## config.mk

```make
export PLATFORM = sky130hd
export DESIGN_NAME = stn_lcd_timing
export DESIGN_NICKNAME = d
export VERILOG_FILES = /design/src/design/stn_pix_map.v /design/src/design/stn_lcd_timing.v
export VERILOG_INCLUDE_DIRS = /design/src /design/src/design
export SDC_FILE = /design/constraint.sdc
export NUM_CORES = 2
export LEC_CHECK = 0
export BUFFER_PORTS_ARGS = -buffer_cell sky130_fd_sc_hd__buf_2
export CELL_PAD_IN_SITES_DETAIL_PLACEMENT = 1
export CELL_PAD_IN_SITES_GLOBAL_PLACEMENT = 1
export CORE_ASPECT_RATIO = 1.4
export CORE_UTILIZATION = 48
export DETAILED_ROUTE_END_ITERATION = 7
export HOLD_SLACK_MARGIN = 0.12
export PLACE_DENSITY = 0.83
export SLEW_MARGIN = 10
export SYNTH_ARGS = -nofsm -noshare
export SYNTH_HDL_FRONTEND = slang
export SYNTH_SLANG_ARGS = --single-unit
```

## constraint.sdc

```tcl
create_clock -name clk_i -period 7 [get_ports clk_i]
set_clock_uncertainty 0.05 [all_clocks]
set_input_delay 0 -clock clk_i [delete_from_list [all_inputs] [get_ports clk_i]]
set_output_delay 0 -clock clk_i [all_outputs]
set_load 0.02 [all_outputs]
```

## src/design/stn_regs.vh

```
// register map, field positions, reset values and codes of the stn timing block
// assumes a 32-bit classic wishbone slave with byte addresses
`ifndef STN_REGS_VH
`define STN_REGS_VH
// ------------------------------------------------------------
// register offsets
// ------------------------------------------------------------
`define STN_ADR_CTRL 8'h00
`define STN_ADR_SIZE 8'h04
`define STN_ADR_TIME 8'h08
`define STN_ADR_RED 8'h0C
`define STN_ADR_GREEN 8'h10
`define STN_ADR_BLUE 8'h14
`define STN_ADR_STAT 8'h18
// ------------------------------------------------------------
// field positions
// ------------------------------------------------------------
`define STN_CTRL_EN 0
`define STN_CTRL_BIAS_TOGGLE_MODE 1
`define STN_CTRL_MODE 2
`define STN_CTRL_TYPE 5
`define STN_CTRL_CLK 16
`define STN_SIZE_HOZ 0
`define STN_SIZE_VERT 16
`define STN_TIME_WLH 0
`define STN_TIME_POST_LINE_DELAY 2
`define STN_TIME_BLANK 8
`define STN_TIME_BIAS_LINE_INTERVAL 16
`define STN_STAT_FSYNC 16
`define STN_STAT_BIAS 17
`define STN_STAT_UNDER 18
// ------------------------------------------------------------
// reset values
// ------------------------------------------------------------
`define STN_CTRL_RST 32'h0002_0000
`define STN_SIZE_RST 32'h0000_0000
`define STN_TIME_RST 32'h0000_0000
`define STN_LUT_RST 32'h0000_0000
// ------------------------------------------------------------
// timing counts and codes
// ------------------------------------------------------------
`define STN_DIV_MIN 10'h002
`define STN_WORD_BITS 7'h20
`define STN_MODE_MONO 3'h0
`define STN_MODE_GRAY4 3'h1
`define STN_MODE_GRAY16 3'h2
`define STN_MODE_C256 3'h3
`define STN_MODE_C4096 3'h4
`define STN_TYPE_DUAL4 2'h0
`define STN_TYPE_SINGLE4 2'h1
`define STN_TYPE_SINGLE8 2'h2
`endif

```

## src/design/stn_pix_map.v

```verilog
// one output dot: level lookup and frame rate shading for one sub-pixel slot
// assumes the caller aligns the pixel bits msb-first in win_i
`timescale 1ns/1ns
`include "stn_regs.vh"
module stn_pix_map (
   input wire [2:0] mode_i,
   input wire [7:0] win_i,
   input wire [1:0] chan_i,
   input wire [31:0] red_i,
   input wire [31:0] green_i,
   input wire [15:0] blue_i,
   input wire [3:0] phase_i,
   output reg dot_o
);
   // ------------------------------------------------------------
   // lookup
   // ------------------------------------------------------------
   function [3:0] pick;
      input [31:0] t;
      input [2:0] i;
      begin
         pick = t[{i, 2'b00} +: 4];
      end
   endfunction

   reg [3:0] lvl;
   always @* begin
      lvl = 4'h0;
      case (mode_i)
         `STN_MODE_GRAY4: lvl = pick({16'h0000, blue_i}, {1'b0, win_i[7:6]});
         `STN_MODE_GRAY16: lvl = win_i[7:4];
         `STN_MODE_C256: begin
            if (chan_i == 2'h0)
               lvl = pick(red_i, win_i[7:5]);
            else if (chan_i == 2'h1)
               lvl = pick(green_i, win_i[4:2]);
            else
               lvl = pick({16'h0000, blue_i}, {1'b0, win_i[1:0]});
         end
         `STN_MODE_C4096: lvl = win_i[7:4];
         default: lvl = 4'h0;
      endcase
      // mono bypasses lookup and shading
      if (mode_i == `STN_MODE_MONO)
         dot_o = win_i[7];
      else
         dot_o = (lvl == 4'hF) | (lvl > phase_i);
   end
endmodule // stn_pix_map

```

## src/design/stn_lcd_timing.v

```verilog
// stn panel timing generator, pixel serializer and wishbone register set
// assumes line words arrive on valid/ready streams from the dma fifos, one clock
//
// Added by the designer: the address map and the Wishbone register port.
`timescale 1ns/1ns
`include "stn_regs.vh"
module stn_lcd_timing #(
   parameter HOZ_W = 11,
   parameter VERT_W = 10
) (
   input wire clk_i,
   input wire rst_i,
   input wire [7:0] wb_adr_i,
   input wire [31:0] wb_dat_i,
   input wire [3:0] wb_sel_i,
   input wire wb_we_i,
   input wire wb_cyc_i,
   input wire wb_stb_i,
   output wire [31:0] wb_dat_o,
   output wire wb_ack_o,
   input wire [31:0] upper_line_fifo_data_i,
   input wire upper_line_fifo_valid_i,
   output wire upper_line_fifo_ready_o,
   input wire [31:0] lower_line_fifo_data_i,
   input wire lower_line_fifo_valid_i,
   output wire lower_line_fifo_ready_o,
   output wire frame_sync_out_o,
   output wire line_sync_out_o,
   output wire pixel_clock_out_o,
   output wire ac_bias_out_o,
   output wire [15:0] pixel_data_out_o
);
   localparam [2:0] ST_OFF = 3'h0;
   localparam [2:0] ST_DATA = 3'h1;
   localparam [2:0] ST_PULSE = 3'h2;
   localparam [2:0] ST_DELAY = 3'h3;
   localparam [2:0] ST_BLANK = 3'h4;

   // ------------------------------------------------------------
   // helpers
   // ------------------------------------------------------------
   function [31:0] bmask;
      input [3:0] sel;
      begin
         bmask = {{8{sel[3]}}, {8{sel[2]}}, {8{sel[1]}}, {8{sel[0]}}};
      end
   endfunction

   function [1:0] div3;
      input [3:0] s;
      begin
         div3 = (s >= 4'h9) ? 2'h3 : (s >= 4'h6) ? 2'h2 : (s >= 4'h3) ? 2'h1 : 2'h0;
      end
   endfunction

   function [1:0] mod3;
      input [3:0] s;
      reg [3:0] q;
      begin
         q = {2'b00, div3(s)};
         q = s - (q + q + q);
         mod3 = q[1:0];
      end
   endfunction

   // ------------------------------------------------------------
   // register set
   // ------------------------------------------------------------
   reg [31:0] ctrl_r;
   reg [31:0] size_r;
   reg [31:0] time_r;
   reg [31:0] red_r;
   reg [31:0] green_r;
   reg [15:0] blue_r;
   reg underrun_r;
   reg ack_r;
   reg [31:0] rdat_r;
   reg [31:0] rdat_nxt;

   wire en = ctrl_r[`STN_CTRL_EN];
   wire bias_toggle_mode = ctrl_r[`STN_CTRL_BIAS_TOGGLE_MODE];
   wire [2:0] mode = ctrl_r[`STN_CTRL_MODE +: 3];
   wire [1:0] dtype = ctrl_r[`STN_CTRL_TYPE +: 2];
   wire [9:0] clkdiv = ctrl_r[`STN_CTRL_CLK +: 10];
   wire [HOZ_W-1:0] hoz = size_r[`STN_SIZE_HOZ +: HOZ_W];
   wire [VERT_W-1:0] vert = size_r[`STN_SIZE_VERT +: VERT_W];
   wire [1:0] line_pulse_width = time_r[`STN_TIME_WLH +: 2];
   wire [1:0] post_line_delay = time_r[`STN_TIME_POST_LINE_DELAY +: 2];
   wire [7:0] lblank = time_r[`STN_TIME_BLANK +: 8];
   wire [7:0] bias_line_interval = time_r[`STN_TIME_BIAS_LINE_INTERVAL +: 8];

   wire wb_req = wb_cyc_i & wb_stb_i & ~ack_r;
   wire wb_wr = wb_req & wb_we_i;
   wire [31:0] wm = bmask(wb_sel_i);
   wire [31:0] wv = wb_dat_i & wm;
   wire under_set;
   wire under_clr = wb_wr & (wb_adr_i == `STN_ADR_STAT) & wv[`STN_STAT_UNDER];

   reg [2:0] st_r;
   reg [9:0] div_r;
   reg [HOZ_W:0] shf_r;
   reg [10:0] tmr_r;
   reg [VERT_W-1:0] line_r;
   reg [7:0] mcnt_r;
   reg [3:0] fcnt_r;
   reg pixel_clock_out_r;
   reg lsync_r;
   reg fsync_r;
   reg bias_r;
   reg [15:0] pd_r;

   always @(posedge clk_i) begin
      if (rst_i) begin
         ctrl_r <= `STN_CTRL_RST;
         size_r <= `STN_SIZE_RST;
         time_r <= `STN_TIME_RST;
         red_r <= `STN_LUT_RST;
         green_r <= `STN_LUT_RST;
         blue_r <= 16'h0000;
         ack_r <= 1'b0;
         rdat_r <= 32'h0000_0000;
         underrun_r <= 1'b0;
      end else begin
         ack_r <= wb_req;
         if (wb_req)
            rdat_r <= rdat_nxt;
         if (wb_wr) begin
            case (wb_adr_i)
               `STN_ADR_CTRL: ctrl_r <= (ctrl_r & ~wm) | wv;
               `STN_ADR_SIZE: size_r <= (size_r & ~wm) | wv;
               `STN_ADR_TIME: time_r <= (time_r & ~wm) | wv;
               `STN_ADR_RED: red_r <= (red_r & ~wm) | wv;
               `STN_ADR_GREEN: green_r <= (green_r & ~wm) | wv;
               `STN_ADR_BLUE: blue_r <= (blue_r & ~wm[15:0]) | wv[15:0];
               default: ;
            endcase
         end
         // a new underrun in the clearing cycle keeps the flag
         if (under_set)
            underrun_r <= 1'b1;
         else if (under_clr)
            underrun_r <= 1'b0;
      end
   end

   always @* begin
      rdat_nxt = 32'h0000_0000;
      case (wb_adr_i)
         `STN_ADR_CTRL: rdat_nxt = ctrl_r;
         `STN_ADR_SIZE: rdat_nxt = size_r;
         `STN_ADR_TIME: rdat_nxt = time_r;
         `STN_ADR_RED: rdat_nxt = red_r;
         `STN_ADR_GREEN: rdat_nxt = green_r;
         `STN_ADR_BLUE: rdat_nxt = {16'h0000, blue_r};
         `STN_ADR_STAT: begin
            rdat_nxt[VERT_W-1:0] = line_r;
            rdat_nxt[`STN_STAT_FSYNC] = fsync_r;
            rdat_nxt[`STN_STAT_BIAS] = bias_r;
            rdat_nxt[`STN_STAT_UNDER] = underrun_r;
         end
         default: rdat_nxt = 32'h0000_0000;
      endcase
   end

   // ------------------------------------------------------------
   // timing generator
   // ------------------------------------------------------------
   // divider below the minimum is forced up rather than stalling the panel
   wire [9:0] divx = (clkdiv < `STN_DIV_MIN) ? `STN_DIV_MIN : clkdiv;
   wire div_end = (div_r == divx - 10'h001);
   wire shift_go = (st_r == ST_DATA) & div_end & ~pixel_clock_out_r;
   wire [HOZ_W:0] hozp1 = {1'b0, hoz} + {{HOZ_W{1'b0}}, 1'b1};
   wire data_done = (st_r == ST_DATA) & div_end & pixel_clock_out_r & (shf_r == hozp1);
   // a zero pulse width still gives one cycle so every line has its pulse
   wire [10:0] plen = (line_pulse_width == 2'h0) ? 11'h001 : {9'h000, line_pulse_width};
   wire [10:0] blen = {lblank, 3'b000};
   wire tmr0 = (tmr_r == 11'h000);
   wire enter_data = (st_r == ST_OFF) |
                     ((st_r == ST_PULSE) & tmr0 & (post_line_delay == 2'h0) & (lblank == 8'h00)) |
                     ((st_r == ST_DELAY) & tmr0 & (lblank == 8'h00)) |
                     ((st_r == ST_BLANK) & tmr0);
   wire [VERT_W-1:0] nline = ((st_r == ST_OFF) | (line_r == vert)) ?
                             {VERT_W{1'b0}} : line_r + {{(VERT_W-1){1'b0}}, 1'b1};
   wire frame_start = enter_data & (nline == {VERT_W{1'b0}});

   always @(posedge clk_i) begin
      if (rst_i | ~en) begin
         st_r <= ST_OFF;
         div_r <= 10'h000;
         shf_r <= {(HOZ_W+1){1'b0}};
         tmr_r <= 11'h000;
         line_r <= {VERT_W{1'b0}};
         mcnt_r <= 8'h00;
         fcnt_r <= 4'h0;
         pixel_clock_out_r <= 1'b0;
         lsync_r <= 1'b0;
         fsync_r <= 1'b0;
         bias_r <= 1'b0;
      end else begin
         case (st_r)
            ST_DATA: begin
               div_r <= div_end ? 10'h000 : div_r + 10'h001;
               if (div_end)
                  pixel_clock_out_r <= ~pixel_clock_out_r;
               if (shift_go)
                  shf_r <= shf_r + {{HOZ_W{1'b0}}, 1'b1};
               if (data_done) begin
                  st_r <= ST_PULSE;
                  tmr_r <= plen - 11'h001;
                  lsync_r <= 1'b1;
                  pixel_clock_out_r <= 1'b0;
                  if (bias_toggle_mode) begin
                     if ((bias_line_interval == 8'h00) | (mcnt_r + 8'h01 >= bias_line_interval)) begin
                        bias_r <= ~bias_r;
                        mcnt_r <= 8'h00;
                     end else begin
                        mcnt_r <= mcnt_r + 8'h01;
                     end
                  end
               end
            end
            ST_PULSE: begin
               if (tmr0) begin
                  lsync_r <= 1'b0;
                  if (post_line_delay != 2'h0) begin
                     st_r <= ST_DELAY;
                     tmr_r <= {9'h000, post_line_delay} - 11'h001;
                  end else if (lblank != 8'h00) begin
                     st_r <= ST_BLANK;
                     tmr_r <= blen - 11'h001;
                  end
               end else begin
                  tmr_r <= tmr_r - 11'h001;
               end
            end
            ST_DELAY: begin
               if (tmr0) begin
                  if (lblank != 8'h00) begin
                     st_r <= ST_BLANK;
                     tmr_r <= blen - 11'h001;
                  end
               end else begin
                  tmr_r <= tmr_r - 11'h001;
               end
            end
            ST_BLANK: begin
               if (~tmr0)
                  tmr_r <= tmr_r - 11'h001;
            end
            default: ;
         endcase
         if (enter_data) begin
            st_r <= ST_DATA;
            // full low half before the first rise keeps hoz+1 whole clocks per line
            div_r <= 10'h000;
            shf_r <= {(HOZ_W+1){1'b0}};
            pixel_clock_out_r <= 1'b0;
            line_r <= nline;
            fsync_r <= frame_start;
            if (frame_start) begin
               fcnt_r <= fcnt_r + 4'h1;
               if (~bias_toggle_mode)
                  bias_r <= ~bias_r;
            end
         end
      end
   end

   // ------------------------------------------------------------
   // pixel streams
   // ------------------------------------------------------------
   wire [63:0] din_all = {lower_line_fifo_data_i, upper_line_fifo_data_i};
   wire [1:0] vld_all = {lower_line_fifo_valid_i, upper_line_fifo_valid_i};
   wire [1:0] rdy_w;
   wire [1:0] under_w;
   wire [15:0] dots_all;
   wire [1:0] wlog = (mode == `STN_MODE_MONO) ? 2'h0 : (mode == `STN_MODE_GRAY4) ? 2'h1 : 2'h2;
   wire is_c256 = (mode == `STN_MODE_C256);

   genvar g;
   genvar k;
   generate
      for (g = 0; g < 2; g = g + 1) begin : strm
         // the lower stream only runs for the dual scan panel half
         wire act = (g == 0) | (dtype == `STN_TYPE_DUAL4);
         wire [3:0] nslot = ((g == 0) & (dtype == `STN_TYPE_SINGLE8)) ? 4'h8 : 4'h4;
         reg [63:0] sr_r;
         reg [63:0] sr_nxt;
         reg [6:0] cnt_r;
         reg [6:0] cnt_nxt;
         reg [6:0] cnt1;
         reg [1:0] cb_r;
         reg rdy_r;
         wire [3:0] cbn = {2'b00, cb_r} + nslot;
         wire [6:0] used = is_c256 ? {2'b00, div3(cbn), 3'b000} : ({3'b000, nslot} << wlog);
         wire take = vld_all[g] & rdy_r;
         always @* begin
            sr_nxt = sr_r;
            cnt1 = cnt_r;
            if (shift_go & act) begin
               sr_nxt = sr_r << used;
               cnt1 = (cnt_r >= used) ? cnt_r - used : 7'h00;
            end
            cnt_nxt = cnt1;
            if (take) begin
               sr_nxt = sr_nxt | ({din_all[32*g +: 32], 32'h0000_0000} >> cnt1);
               cnt_nxt = cnt1 + `STN_WORD_BITS;
            end
         end
         always @(posedge clk_i) begin
            if (rst_i | ~en) begin
               sr_r <= 64'h0000_0000_0000_0000;
               cnt_r <= 7'h00;
               cb_r <= 2'h0;
               rdy_r <= 1'b0;
            end else begin
               sr_r <= sr_nxt;
               cnt_r <= cnt_nxt;
               rdy_r <= act & (cnt_nxt <= `STN_WORD_BITS);
               if (enter_data)
                  cb_r <= 2'h0;
               else if (shift_go & act & is_c256)
                  cb_r <= mod3(cbn);
            end
         end
         assign rdy_w[g] = rdy_r;
         assign under_w[g] = act & (cnt_r < used);
         for (k = 0; k < 8; k = k + 1) begin : slot
            localparam [3:0] KK = k;
            wire [3:0] s = {2'b00, cb_r} + KK;
            wire [5:0] off = is_c256 ? {1'b0, div3(s), 3'b000} : ({2'b00, KK} << wlog);
            wire [63:0] sh = sr_r << off;
            // shading phase walks with frame, line and slot to spread flicker
            wire [3:0] ph = fcnt_r + KK + line_r[3:0];
            stn_pix_map u_map (
               .mode_i(mode),
               .win_i(sh[63:56]),
               .chan_i(mod3(s)),
               .red_i(red_r),
               .green_i(green_r),
               .blue_i(blue_r),
               .phase_i(ph),
               .dot_o(dots_all[8*g + 7 - k])
            );
         end
      end
   endgenerate

   assign under_set = shift_go & (|under_w);

   always @(posedge clk_i) begin
      if (rst_i | ~en) begin
         pd_r <= 16'h0000;
      end else if (shift_go) begin
         case (dtype)
            `STN_TYPE_SINGLE8: pd_r <= {8'h00, dots_all[7:0]};
            `STN_TYPE_SINGLE4: pd_r <= {12'h000, dots_all[7:4]};
            default: pd_r <= {8'h00, dots_all[7:4], dots_all[15:12]};
         endcase
      end
   end

   assign wb_dat_o = rdat_r;
   assign wb_ack_o = ack_r;
   assign upper_line_fifo_ready_o = rdy_w[0];
   assign lower_line_fifo_ready_o = rdy_w[1];
   assign frame_sync_out_o = fsync_r;
   assign line_sync_out_o = lsync_r;
   assign pixel_clock_out_o = pixel_clock_out_r;
   assign ac_bias_out_o = bias_r;
   assign pixel_data_out_o = pd_r;
endmodule // stn_lcd_timing

```

==> impl_metrics.csv <==
group,metric,value,unit
final_layout,final_cell_mix,"nand2_1, a21oi_1, mux2i_1",
setup_path,end_kind,"flip-flop",
floorplanning,dieArea,103100,sq um
routing,first_pass_iters,8,
setup_path,worst_ep_required_time,7.45,ns
run,maxCapViolations,2,
status,status,"finished, violations left",
routing,viasPerCell,7.606,
placement,gp_congestion,1.054,
setup_path,cp_common_cell,"o21ai_0",
setup_path,cp_slowest_cell,"a221oi_1",
routing,drt_iter0_drc,8067,
clocking,numCtsBuffers,48,
placement,placed_cells,7953,
setup_path,worstPathCellList,"ha_1, buf_4, nand4b_1, buf_4, mux2i_1, mux4_2, mux2_2, o21ai_0, a31oi_1, a221oi_1, ha_1, nor2b_1, o21ai_0, nand2b_1, a21oi_1, a41oi_1, o21ai_0, o31ai_1, nand3_1, a21oi_1",
timing,max_freq,0.1532,GHz
timing,slew_violations,0,
floorplanning,io_pins,170,
yosys,ys_ff_latch,428,
setup_path,cpPeakStageDelay,0.93,ns
global_route,antenna_found_initial,31,
yosys,yosysWarningCount,0,
yosys,synthArstFlopShare,0,
timing,rsz0062_at_grt,"no",
floorplanning,fp.dieW,271.6,um
final_layout,final_util,0.5290,
pwr,power_per_cell_area,105.3,nW/um^2
global_route,first_global_vias,60360,
clocking,cts_tree,"yes",
yosys,synth_cell_types,110,
routing,routed_wl,288200,um
setup_path,crit_buf_inv,2,
timing,finalSetupTns,0,ns
global_route,grt_max_degree,124,
clocking,cts_sinks,428,
setup_path,cp.arrival,6.98,ns
final_layout,stdcell_count,8149,
final_layout,final_common_cell,"nand2_1",
yosys,postSynthAreaPerCell,7.121,sq um
status,failed_checks,"DRC, capacitance limit",
clocking,clock_latency,0.70,ns
floorplanning,row_count,138,
setup_path,worstSetupPathType,"flip-flop to flip-flop",
routing,routed-via-count,61980,
clocking,cts-root-buf,"clkbuf_16",
global_route,grt_pass1_wl,414300,um
timing,tightest_slew,1.491,ns
routing,drc,16,
placement,dp_hpwl,199600,um
timing,setup_viol,0,
timing,fin_crit,6.528,ns
clocking,clock_tree.buffer_depth,3,
placement,port_buffers,161,
pwr,leakagePower,20.30,nW
yosys,synth_edf_count,0,
final_layout,area_growth,9.368,%
floorplanning,die_h,379.5,um
setup_path,critical-path-top-delay-family,"compound AO/OA/AOI/OAI gates",
routing,drt-wirelength-per-cell,35.37,um
timing,maxSlewHeadroom,0.002388,
yosys,synthFlopType,"dfxtp_1",
setup_path,crit_path_start_kind,"flip-flop",
pwr,peakVddDrop,180.5,uV
clocking,path_clk_slew,0.06,ns
final_layout,final_layout_size_suffix_gt1_frac,0.1251,
placement,dp_slack,0.8816,ns
timing,finalWorstSetupSlack,0.4716,ns
floorplanning,core,101000,sq um
global_route,grt_usage,0.5396,
yosys,synthCells,6861,
setup_path,cp_max_fo,17,
clocking,cts_max_level,2,
floorplanning,start_util,0.4837,
final_layout,nNetsFinal,6986,
yosys,yosysSeqAreaShare,0.1754,
global_route,grt_remaining_overflow,0,
timing,timing.final.crit_share,0.9326,
routing,drtAntennaViolNets,0,
yosys,synthesis.area,48860,sq um
worst_hold_path,hp-class,"primary input to flip-flop",
timing,hold_violations,0,
==> path summary, 6_finish.rpt <==
check	cells after the start	endpoint	from	slack [ns]
worst max-delay path	20	pixel_data_out_o[7]	strm[0].cb_r[1]	0.47
worst min-delay path	6	strm[1].sr_r[6]	lower_line_fifo_data_i[19]	0.12
worst max register to register	20	pixel_data_out_o[7]	strm[0].cb_r[1]	0.47
worst min register to register	2	flip-flop	flip-flop	0.42
==> logic make-up after synthesis <==
family,count (synthesis),synth area share
other,2,0.0001537
AO/OA/AOI/OAI,2124,0.2834
multiplexers,873,0.1987
XOR/XNOR,84,0.01506
AND/OR/NAND/NOR,2428,0.2294
adder cells (fa/ha/maj),118,0.03160
buffers and inverters,804,0.06640
flip-flops,428,0.1754
==> tightest hold or removal path: cells and delay by family <==
kind	cells	cell delay, ns
AOI/OAI and AO/OA	1	0.20
buffers and inverters	1	0.12
and+or+nand+nor	2	0.18
muxes	2	0.29
==> power breakdown <==
| group | switching, mW | total [mW] | internal, mW |
|---|---|---|---|
| clock | 1.28 | 2.83 | 1.55 |
| sequential | 0.00516 | 2.45 | 2.44 |
| combinational | 0.233 | 0.347 | 0.114 |
==> metrics by stage <==
stage	power (mW)	hold WS [ns]	instance area, sq um
after floorplan	2.650	0.07433	48880
after detailed placement	2.799	0.2708	50860
after CTS	5.579	0.1216	53320
final	5.625	0.1232	53440
after global placement	2.794	0.2650	50860
after global routing	5.716	0.1533	53370
==> routing by layer <==
metal / up-vias / wire (um) / GRT usage
li1: 25170 / - / -
met1: 29830 / 96930 / 0.5847
met2: 4983 / 120100 / 0.7985
met3: 1982 / 36430 / 0.2060
met4: 16 / 34660 / 0.5252
met5: - / 117 / 0.005742
==> cell type report <==
type | instances | area [sq um]
timing repair buffer | 507 | 3627
inverter | 132 | 495.5
antenna | 27 | 67.56
multi-input combinational | 5636 | 37310
clock buffer | 68 | 1346
fill | 12770 | 47570
sequential | 428 | 8582
clock inverter | 21 | 337.8
tap | 1330 | 1664
==> cell usage after synthesis, types with 16 or more instances <==
cell type  instances  area, sq um
a2111oi_0         33        289.0
a211o_1           45        394.1
a211oi_1         133        998.5
a21o_1            30        225.2
a21oi_1          669         3348
a221o_1           22        220.2
a221oi_1          53        464.2
a222oi_1          28        280.3
a22o_1            23        201.4
a22oi_1           87        653.1
a311oi_1          30        262.8
a31oi_1           93        581.8
and2_1            48        300.3
and3_1            75        469.2
buf_1             67        251.5
buf_2             96        480.5
clkbuf_1         487         1828
dfxtp_1          428         8568
ha_1             109         1364
inv_1            126        473.0
mux2_2           139         1565
mux2i_1          667         6676
mux4_2            62         1396
nand2_1          993         3727
nand2b_1          84        525.5
nand3_1          251         1256
nand3b_1          17        127.6
nand4_1           50        312.8
nor2_1           526         1974
nor2b_1           70        437.9
nor3_1           129        645.6
nor3b_1           28        210.2
nor4_1            23        143.9
o2111ai_1         16        140.1
o211ai_1          67        503.0
o21a_1            27        202.7
o21ai_0          381         1907
o221ai_1          44        385.4
o22ai_1          103        644.4
o31ai_1           28        210.2
or2_2             23        143.9
or3_1             25        156.4
xnor2_1           45        394.1
xor2_1            39        341.6
==> timing repair <==
| item | CTS | global route |
|---|---|---|
| resized for setup | 0 | 3 |
| hold buffers | 77 | 0 |
| buffers inserted | 0 | 3 |
| hold endpoints to repair | 234 | 0 |
| endpoints found under the setup margin | 0 | 2 |
Note: power is estimated with default switching activity, not from simulation.
